--- src/core/lhb_params.svh ---
// lhb_params.svh: offsets, reset values and timing counts of the host port
// assumes: included by its bare name by the host port and the bench
`ifndef LHB_PARAMS_SVH
`define LHB_PARAMS_SVH

// =====================================================================
// display memory geometry
`define LHB_COLS        80
`define LHB_COL_LAST    7'h4F
`define LHB_PAGE_RESET  2'h3

// =====================================================================
// command codes seen by the port itself, and the bus style loaded at reset
`define LHB_CMD_RESET   8'hE2
`define LHB_CMD_PAGE    6'h2E
`define LHB_STYLE_68    1'b0

// =====================================================================
// status byte layout
`define LHB_ST_BUSY     7
`define LHB_ST_ADC      6
`define LHB_ST_OFF      5
`define LHB_ST_RESET    4

// =====================================================================
// timing
`define LHB_CLK_NS      50
`define LHB_RST_FLAG_NS 1000
`define LHB_RST_FLAG_CYC \
  ((`LHB_RST_FLAG_NS + `LHB_CLK_NS - 1) / `LHB_CLK_NS)
`define LHB_FIFO_DEPTH  32
`define LHB_SYNC_WARM   2'h3

`endif

--- src/core/lhb_pkg.sv ---
// lhb_pkg: types shared by the host port and its helpers
// assumes: lhb_params.svh holds all numeric constants
package lhb_pkg;

  typedef enum logic [1:0] {
    LHB_OP_DATA_RD,
    LHB_OP_DATA_WR,
    LHB_OP_STATUS_RD,
    LHB_OP_CMD_WR
  } lhb_op_e;

  typedef enum logic {
    LHB_IDLE,
    LHB_ACTIVE
  } lhb_acc_e;

  // one pending display write: where and what
  typedef struct packed {
    logic [1:0] page;
    logic [6:0] col;
    logic [7:0] data;
  } lhb_wr_s;

  // host pins as sampled; strobe_a is E or read, strobe_b is r/w or write
  typedef struct packed {
    logic       rst_level;
    logic       cs_n;
    logic       reg_select;
    logic       strobe_a;
    logic       strobe_b;
    logic [7:0] data;
  } lhb_pins_s;

endpackage

--- src/core/lhb_host_port.sv ---
// lhb_host_port: parallel host port of a display controller with its
// display memory, one-stage bus holder and write fifo.
// assumes: all host pins are asynchronous to I_CLK; the pad ring merges
// O_HOST_DATA_BUS, O_HOST_DATA_OE and I_HOST_DATA_BUS into one wire.
`timescale 1ns/100ps
`include "lhb_params.svh"

module lhb_host_port (
  input  wire logic       I_CLK,
  input  wire logic       I_RESET_N,
  input  wire logic       I_RST_LEVEL,
  input  wire logic       I_CS_N,
  input  wire logic       I_REG_SELECT,
  input  wire logic       I_STROBE_A,
  input  wire logic       I_STROBE_B,
  input  wire logic [7:0] I_HOST_DATA_BUS,
  output logic      [7:0] O_HOST_DATA_BUS,
  output logic            O_HOST_DATA_OE,
  input  wire logic       I_ADC_NORMAL,
  input  wire logic       I_DISPLAY_OFF,
  output logic            O_CMD_VALID,
  output logic      [7:0] O_CMD_DATA,
  output logic            O_BUSY
);

  // =====================================================================
  // pin sampling
  lhb_pkg::lhb_pins_s pins_raw;
  lhb_pkg::lhb_pins_s p;

  assign pins_raw = '{rst_level: I_RST_LEVEL, cs_n: I_CS_N,
                      reg_select: I_REG_SELECT, strobe_a: I_STROBE_A,
                      strobe_b: I_STROBE_B, data: I_HOST_DATA_BUS};

  lhb_sync #(.W($bits(lhb_pkg::lhb_pins_s))) u_sync (
    .I_CLK     (I_CLK),
    .I_RESET_N (I_RESET_N),
    .i_async   (pins_raw),
    .o_sync    (p)
  );

  // =====================================================================
  // state
  lhb_pkg::lhb_acc_e state;
  lhb_pkg::lhb_op_e  op;
  logic              acc_sel;
  logic              style_80;
  logic [1:0]        warm;
  logic [7:0]        holder;
  logic              wr_pend;
  lhb_pkg::lhb_wr_s  wr_entry;
  logic              push_pend;
  lhb_pkg::lhb_wr_s  push_entry;
  logic              fetch_pend;
  logic [8:0]        fetch_idx;
  logic [1:0]        page;
  logic [6:0]        col;
  logic [7:0]        rd_byte;
  logic [4:0]        rst_cnt;
  logic [7:0]        dmem [4*`LHB_COLS];

  // =====================================================================
  // access classification
  wire strobe_on  = style_80 ? (!p.strobe_a || !p.strobe_b)
                             : p.strobe_a;
  wire strobe_rd  = style_80 ? !p.strobe_a : p.strobe_b;
  wire [1:0] cls  = {p.reg_select, strobe_rd};
  wire lhb_pkg::lhb_op_e next_op =
    (cls == 2'b11) ? lhb_pkg::LHB_OP_DATA_RD :
    (cls == 2'b10) ? lhb_pkg::LHB_OP_DATA_WR :
    (cls == 2'b01) ? lhb_pkg::LHB_OP_STATUS_RD :
                     lhb_pkg::LHB_OP_CMD_WR;

  // the syncs leave reset at zero, not at every strobe's idle level, so
  // no access opens until they carry real pin levels
  wire sync_ready = warm == 2'h0;
  wire acc_start  = (state == lhb_pkg::LHB_IDLE) && strobe_on
                    && sync_ready;
  wire acc_end    = (state == lhb_pkg::LHB_ACTIVE) && !strobe_on;
  wire end_dwr    = acc_end && acc_sel
                    && (op == lhb_pkg::LHB_OP_DATA_WR);
  wire end_drd    = acc_end && acc_sel
                    && (op == lhb_pkg::LHB_OP_DATA_RD);
  wire end_cmd    = acc_end && (op == lhb_pkg::LHB_OP_CMD_WR);
  wire is_reset   = p.data == `LHB_CMD_RESET;
  // standby drops every command except the reset one
  wire take_cmd   = end_cmd && (acc_sel || is_reset);
  wire cmd_page   = p.data[7:2] == `LHB_CMD_PAGE;
  wire cmd_col    = !p.data[7] && (p.data[6:0] <= `LHB_COL_LAST);
  wire cmd_fwd    = take_cmd && !is_reset && !cmd_page && !cmd_col;
  wire col_inc    = (end_dwr || end_drd) && (col != `LHB_COL_LAST);

  // =====================================================================
  // status byte and busy
  wire       rst_flag = rst_cnt != 5'h00;
  wire       fifo_in_ready;
  wire       fifo_out_valid;
  lhb_pkg::lhb_wr_s fifo_out;
  // busy lets the host hold off with no-operation cycles when it
  // cannot keep the cycle time
  wire       busy     = push_pend || fifo_out_valid
                        || fetch_pend || rst_flag;
  wire [7:0] status   = {busy, I_ADC_NORMAL, I_DISPLAY_OFF, rst_flag,
                         4'h0};

  function automatic logic [8:0] mem_idx(input logic [1:0] pg,
                                         input logic [6:0] cl);
    mem_idx = 9'(pg * `LHB_COLS) + {2'b00, cl};
  endfunction

  // =====================================================================
  // write path: holder -> fifo -> memory
  wire push_go  = push_pend && fifo_in_ready;
  // a fetch waits until every committed write has drained
  wire fetch_go = fetch_pend && !push_pend && !fifo_out_valid;
  wire drain    = fifo_out_valid && !fetch_go;

  lhb_fifo #(.W($bits(lhb_pkg::lhb_wr_s)), .DEPTH(`LHB_FIFO_DEPTH)) u_fifo (
    .I_CLK       (I_CLK),
    .I_RESET_N   (I_RESET_N),
    .i_in_valid  (push_pend),
    .o_in_ready  (fifo_in_ready),
    .i_in_data   (push_entry),
    .o_out_valid (fifo_out_valid),
    .i_out_ready (!fetch_go),
    .o_out_data  (fifo_out)
  );

  always_ff @(posedge I_CLK) begin
    if (drain) begin
      dmem[mem_idx(fifo_out.page, fifo_out.col)] <= fifo_out.data;
    end
  end

  // =====================================================================
  // access state machine
  always_ff @(posedge I_CLK or negedge I_RESET_N) begin
    if (!I_RESET_N) begin
      state   <= lhb_pkg::LHB_IDLE;
      op      <= lhb_pkg::LHB_OP_STATUS_RD;
      acc_sel <= 1'b0;
    end else begin
      case (state)
        lhb_pkg::LHB_IDLE: begin
          if (acc_start) begin
            state   <= lhb_pkg::LHB_ACTIVE;
            op      <= next_op;
            acc_sel <= !p.cs_n;
          end
        end
        default: begin
          if (!strobe_on) begin
            state <= lhb_pkg::LHB_IDLE;
          end
        end
      endcase
    end
  end

  // bus style strap: followed while the syncs fill after reset release,
  // then held; caught again on the reset command
  always_ff @(posedge I_CLK or negedge I_RESET_N) begin
    if (!I_RESET_N) begin
      style_80 <= `LHB_STYLE_68;
      warm     <= `LHB_SYNC_WARM;
    end else begin
      if (!sync_ready) begin
        warm <= warm - 2'h1;
      end
      if (!sync_ready || take_cmd && is_reset) begin
        style_80 <= p.rst_level;
      end
    end
  end

  // read byte is chosen when the strobe opens, so the answer is ready
  // three clocks plus the pad delay after the pin moves
  always_ff @(posedge I_CLK or negedge I_RESET_N) begin
    if (!I_RESET_N) begin
      rd_byte <= 8'h00;
    end else if (acc_start && strobe_rd) begin
      rd_byte <= p.reg_select ? holder : status;
    end
  end

  // holder, pending write and fetch
  always_ff @(posedge I_CLK or negedge I_RESET_N) begin
    if (!I_RESET_N) begin
      holder     <= 8'h00;
      wr_pend    <= 1'b0;
      wr_entry   <= '0;
      push_pend  <= 1'b0;
      push_entry <= '0;
      fetch_pend <= 1'b0;
      fetch_idx  <= 9'h000;
    end else begin
      if (push_go) begin
        push_pend <= 1'b0;
      end
      // a finished fetch yields to an access ending at the same edge
      if (fetch_go) begin
        holder     <= dmem[fetch_idx];
        fetch_pend <= 1'b0;
      end
      // the previous byte is committed on the next data write or data read
      if (end_dwr || end_drd && wr_pend) begin
        push_pend  <= wr_pend || push_pend && !push_go;
        push_entry <= wr_pend ? wr_entry : push_entry;
      end
      if (end_dwr) begin
        holder   <= p.data;
        wr_pend  <= 1'b1;
        wr_entry <= '{page: page, col: col, data: p.data};
      end
      if (end_drd) begin
        wr_pend    <= 1'b0;
        fetch_pend <= 1'b1;
        fetch_idx  <= mem_idx(page, col);
      end
    end
  end

  // address registers and command output
  always_ff @(posedge I_CLK or negedge I_RESET_N) begin
    if (!I_RESET_N) begin
      page        <= `LHB_PAGE_RESET;
      col         <= 7'h00;
      O_CMD_VALID <= 1'b0;
      O_CMD_DATA  <= 8'h00;
      rst_cnt     <= 5'(`LHB_RST_FLAG_CYC);
    end else begin
      O_CMD_VALID <= cmd_fwd;
      if (cmd_fwd) begin
        O_CMD_DATA <= p.data;
      end
      if (rst_flag) begin
        rst_cnt <= rst_cnt - 5'h01;
      end
      if (take_cmd && is_reset) begin
        page    <= `LHB_PAGE_RESET;
        rst_cnt <= 5'(`LHB_RST_FLAG_CYC);
      end else if (take_cmd && cmd_page) begin
        page <= p.data[1:0];
      end else if (take_cmd && cmd_col) begin
        col <= p.data[6:0];
      end else if (col_inc) begin
        col <= col + 7'h01;
      end
    end
  end

  // =====================================================================
  // outputs
  assign O_HOST_DATA_BUS = rd_byte;
  assign O_HOST_DATA_OE  = (state == lhb_pkg::LHB_ACTIVE) && acc_sel
                           && (op == lhb_pkg::LHB_OP_DATA_RD
                               || op == lhb_pkg::LHB_OP_STATUS_RD);
  assign O_BUSY          = busy;
endmodule

--- src/core/lhb_sync.sv ---
// lhb_sync: two-flop synchroniser for a bundle of pin levels
// assumes: inputs are asynchronous levels; output lags by two clocks
`timescale 1ns/100ps

module lhb_sync #(
  parameter int W = 1
) (
  input  wire logic         I_CLK,
  input  wire logic         I_RESET_N,
  input  wire logic [W-1:0] i_async,
  output logic      [W-1:0] o_sync
);

  logic [W-1:0] meta;

  // =====================================================================
  // the first stage feeds only the second
  always_ff @(posedge I_CLK or negedge I_RESET_N) begin
    if (!I_RESET_N) begin
      meta   <= '0;
      o_sync <= '0;
    end else begin
      meta   <= i_async;
      o_sync <= meta;
    end
  end

endmodule

--- src/core/lhb_fifo.sv ---
// lhb_fifo: small synchronous fifo with valid/ready on both sides
// assumes: one clock; DEPTH is a power of two
`timescale 1ns/100ps

module lhb_fifo #(
  parameter int W     = 17,
  parameter int DEPTH = 32
) (
  input  wire logic         I_CLK,
  input  wire logic         I_RESET_N,
  input  wire logic         i_in_valid,
  output logic              o_in_ready,
  input  wire logic [W-1:0] i_in_data,
  output logic              o_out_valid,
  input  wire logic         i_out_ready,
  output logic      [W-1:0] o_out_data
);

  localparam int AW = $clog2(DEPTH);

  logic [W-1:0] mem [DEPTH];
  logic [AW:0]  wr_ptr;
  logic [AW:0]  rd_ptr;
  wire          push = i_in_valid && o_in_ready;
  wire          pop  = o_out_valid && i_out_ready;

  assign o_in_ready  = (wr_ptr ^ rd_ptr) != {1'b1, {AW{1'b0}}};
  assign o_out_valid = wr_ptr != rd_ptr;
  assign o_out_data  = mem[rd_ptr[AW-1:0]];

  // =====================================================================
  // pointers carry one wrap bit so full and empty are distinct
  always_ff @(posedge I_CLK or negedge I_RESET_N) begin
    if (!I_RESET_N) begin
      wr_ptr <= '0;
      rd_ptr <= '0;
    end else begin
      if (push) begin
        wr_ptr <= wr_ptr + 1'b1;
      end
      if (pop) begin
        rd_ptr <= rd_ptr + 1'b1;
      end
    end
  end

  always_ff @(posedge I_CLK) begin
    if (push) begin
      mem[wr_ptr[AW-1:0]] <= i_in_data;
    end
  end

endmodule

--- config.mk ---
export PLATFORM = sky130hd
export DESIGN_NAME = lhb_host_port
export DESIGN_NICKNAME = d
export VERILOG_FILES = /design/src/core/lhb_pkg.sv /design/src/core/lhb_host_port.sv /design/src/core/lhb_sync.sv /design/src/core/lhb_fifo.sv
export VERILOG_INCLUDE_DIRS = /design/src /design/src/core
export SDC_FILE = /design/constraint.sdc
export NUM_CORES = 2
export LEC_CHECK = 0
export BUFFER_PORTS_ARGS = -buffer_cell sky130_fd_sc_hd__buf_2
export CAP_MARGIN = 20
export CORE_ASPECT_RATIO = 0.8
export CORE_MARGIN = 5
export CORE_UTILIZATION = 47
export CTS_BUF_LIST = sky130_fd_sc_hd__clkbuf_4
export CTS_CLUSTER_DIAMETER = 80
export CTS_CLUSTER_SIZE = 10
export DETAILED_ROUTE_END_ITERATION = 8
export RECOVER_POWER = 25
export SLEW_MARGIN = 30
export SYNTH_ARGS = -nofsm -noshare
export SYNTH_HDL_FRONTEND = slang
export SYNTH_SLANG_ARGS = --single-unit
--- constraint.sdc ---
create_clock -name I_CLK -period 10.4 [get_ports I_CLK]
set_clock_uncertainty 0.1 [all_clocks]
set_input_delay 2.08 -clock I_CLK [delete_from_list [all_inputs] [get_ports I_CLK]]
set_output_delay 2.08 -clock I_CLK [all_outputs]
set_load 0.02 [all_outputs]
==> reports/metrics.csv <==
metric,value,unit
status,"finished, violations left",
violations,"capacitance limit, slew limit",
seq_area_frac_synth,76.68,%
route.met3.wl,52.33,mm
drt_iter0_markers,9987,
start_util,47.33,%
grt.total_usage,27.05,%
cp.required,11.28,ns
setup.worst_path.start,u_fifo.rd_ptr[1],
coreArea,265800,sq um
vdd.ir_drop.worst,0.0007130,V
startpoint_type,flip-flop,
viasPerCell,6.630,
port_buffers,35,
ctsRootBufferMaster,clkbuf_4,
antenna_left,0,
vias,65650,
clockBufferDepth,4,
min_path_type,reg -> reg,
synth_edf_count,3104,
synth-warning-count,0,
drt_pass1_iterations,6,
syn_area,125800,sq um
antenna_found_initial,24,
synthToLayoutAreaGrowth,6.283,%
avgSynthCellArea,20.59,sq um
synthesis.instances,6109,
clkSinkCount,3234,
final_util,50.31,%
gp_congestion,0.9261,
fillers,20990,
worstHoldStart,u_sync.meta[4],
r2r_start,u_fifo.rd_ptr[1],
ys.flop_type,edfxtp_1,
holdPathStages,0,
clk_pin_slew,0.11,ns
maxCapViolCount,15,
setup_violations,0,
cts_tree,yes,
nets,6357,
grt_overflow,0,
async_flop_share,4.020,%
synth.distinct_cells,78,
hold_buffers,0,
reg2reg_depth,5,
routed_wl,381.6,mm
dieArea,278200,sq um
timing.fmax,115.4,MHz
first_global_vias,63240,
slew_viol_final,627,
placed_cells,9459,
cts.htree.levels,5,
clk_latency,1.37,ns
drc,0,
chipHeight,472.8,microns
rsz0062_at_grt,no,
worstSetupPathType,reg -> reg,
pre_cts_slack,3.376,ns
grt_pass1_wl,526.1,mm
period_minus_slack,8.662,ns
hpwlAfterDp,231.5,mm
maxSlewHeadroom,-189.6,%
syn_nets,6143,
wl_per_cell,38.53,microns
post_cts_buffers,0,
cts_buffers,366,
hold_viol_final,0,
rows,169,
power,43.55,mW
p_leak,40.32,nW
drive_gt1_share,22.93,%
met1_length,155.3,mm
finalCritPeriodShare,83.29,%
wl_met2,162.4,mm
fp.dieW,588.4,microns
cp-end-kind,flip-flop,
stdcell_count,9903,
power_per_cell_area,325.7,nW/um^2
tightest_slew,4.344,ns
grt_max_degree,161,
top_layer,met5,
tns,0,ns
setup_ws,1.738,ns
ys_ff_latch,3234,
arrival,9.54,ns
path_max_fanout,96,
cts_resized,0,
io_pins,36,
metrics by stage:
stage	hold slack, ns	instance area [sq um]
2_1_floorplan	0.2312	125800
3_3_place_gp	0.2331	130500
3_5_place_dp	0.2347	130600
4_1_cts	0.2601	133900
5_1_grt	0.2769	133700
6_report	0.2569	133700
power by group:
group          internal (mW)  switching, mW
combinational           4.28           13.1
clock                   1.92           4.06
sequential              19.5          0.681
total                   25.7           17.9
kinds of logic after synthesis:
kind of cell,Yosys count,share of synthesized area (%)
muxes,1052,15.75
DFF,3234,76.68
xor gates and xnor gates,29,0.2019
adders and majority gates,17,0.1810
and+or+nand+nor,933,3.214
buffers and inverters,383,1.456
AOI/OAI and AO/OA,461,2.514
final cells by class:
class                      count  area, sq um  share of cell area, %
antenna                       17        42.54                0.03182
clock inverter                13        173.9                 0.1301
sequential                  3234        96500                  72.17
tap                         3505         4385                  3.280
timing repair buffer         201         1481                  1.108
inverter                      28        106.4                0.07954
multi-input combinational   2492        27920                  20.88
clock buffer                 413         3100                  2.319
worst max-delay path, stage by stage (launching register included):
cell	delay [ns]
dfrtp_1	2.25
buf_4	0.70
mux4_2	0.32
mux4_2	0.41
mux2_1	3.09
buf_4	1.08
cells in the final DEF (no fill, tap or decap), types with 8 or more instances in the layout:
cell and n:
a2111oi_0 8, mux2i_1 254, o221ai_1 14, nand3_1 53
clkbuf_1 56, o21ai_0 65, a311oi_1 9, a31oi_1 15
a22oi_1 99, and3_1 11, o22ai_1 41, diode_2 17
buf_2 17, and2_1 10, nand2_4 13, ha_1 15
a211oi_1 34, mux4_2 735, nand4_1 14, a21oi_1 78
inv_1 22, mux2_2 54, nor3_1 31, o211ai_1 13
nor4_1 14, a22o_1 10, nor2b_1 25, a221oi_1 20
nor2_2 13, nor2_1 420, or3_1 10, nand2_2 10
nand2b_1 20, edfxtp_1 3104, xnor2_1 22, buf_4 110
buf_12 18, dfrtp_1 113, nand2_1 238, clkbuf_4 413
cells in the mapped netlist, drive strengths merged (5+ instances only):
cell,number,area (sq um)
and3,11,68.82
or2,6,37.54
mux2,62,698.2
a221oi,20,175.2
clkbuf,109,414.2
o22ai,41,256.5
a2111oi,13,113.9
and2,13,81.33
dfstp,7,183.9
inv,24,90.09
nand4,14,87.58
edfxtp,3104,93210
nand3b,7,56.30
nor3,33,165.2
nand2,261,987.2
ha,15,187.7
nor2,436,1644
mux2i,255,2565
o31ai,5,37.54
a21oi,80,404.1
o211ai,13,97.59
or3,10,62.56
nand2b,21,131.4
a31oi,15,93.84
nand3,56,285.3
a311oi,10,87.58
xor2,7,61.31
nor2b,32,200.2
a22oi,99,743.2
nor4,17,106.4
buf,246,1313
a32oi,5,43.79
a211oi,36,270.3
o221ai,14,122.6
a22o,10,87.58
xnor2,22,192.7
o21ai,67,335.3
dfrtp,123,3078
mux4,735,16550
registers in the layout, indices dropped and copies added, names as in the netlist, 9 cells and up:
signal and flops:
wr_entry 17, u_sync.meta 13, fetch_idx 9, push_entry 17
dmem 2560, u_sync.o_sync 13, u_fifo.mem 544
worst paths after layout:
kind	end	slack, ns
setup / recovery	dmem[85][2]	1.74
hold / removal	u_sync.o_sync[4]	0.26
setup reg to reg	dmem[85][2]	1.74
hold reg to reg	u_sync.o_sync[4]	0.26
max in group asynchronous	fetch_idx[0]	2.99
min in group asynchronous	push_entry[7]	1.66
metal layers:
layer,vias to the layer above,track usage (%)
li1,25460,-
met2,4648,37.65
met5,-,0
met4,8,7.211
met1,34900,40.82
met3,642,9.441
(Power assumes the default switching activity.)
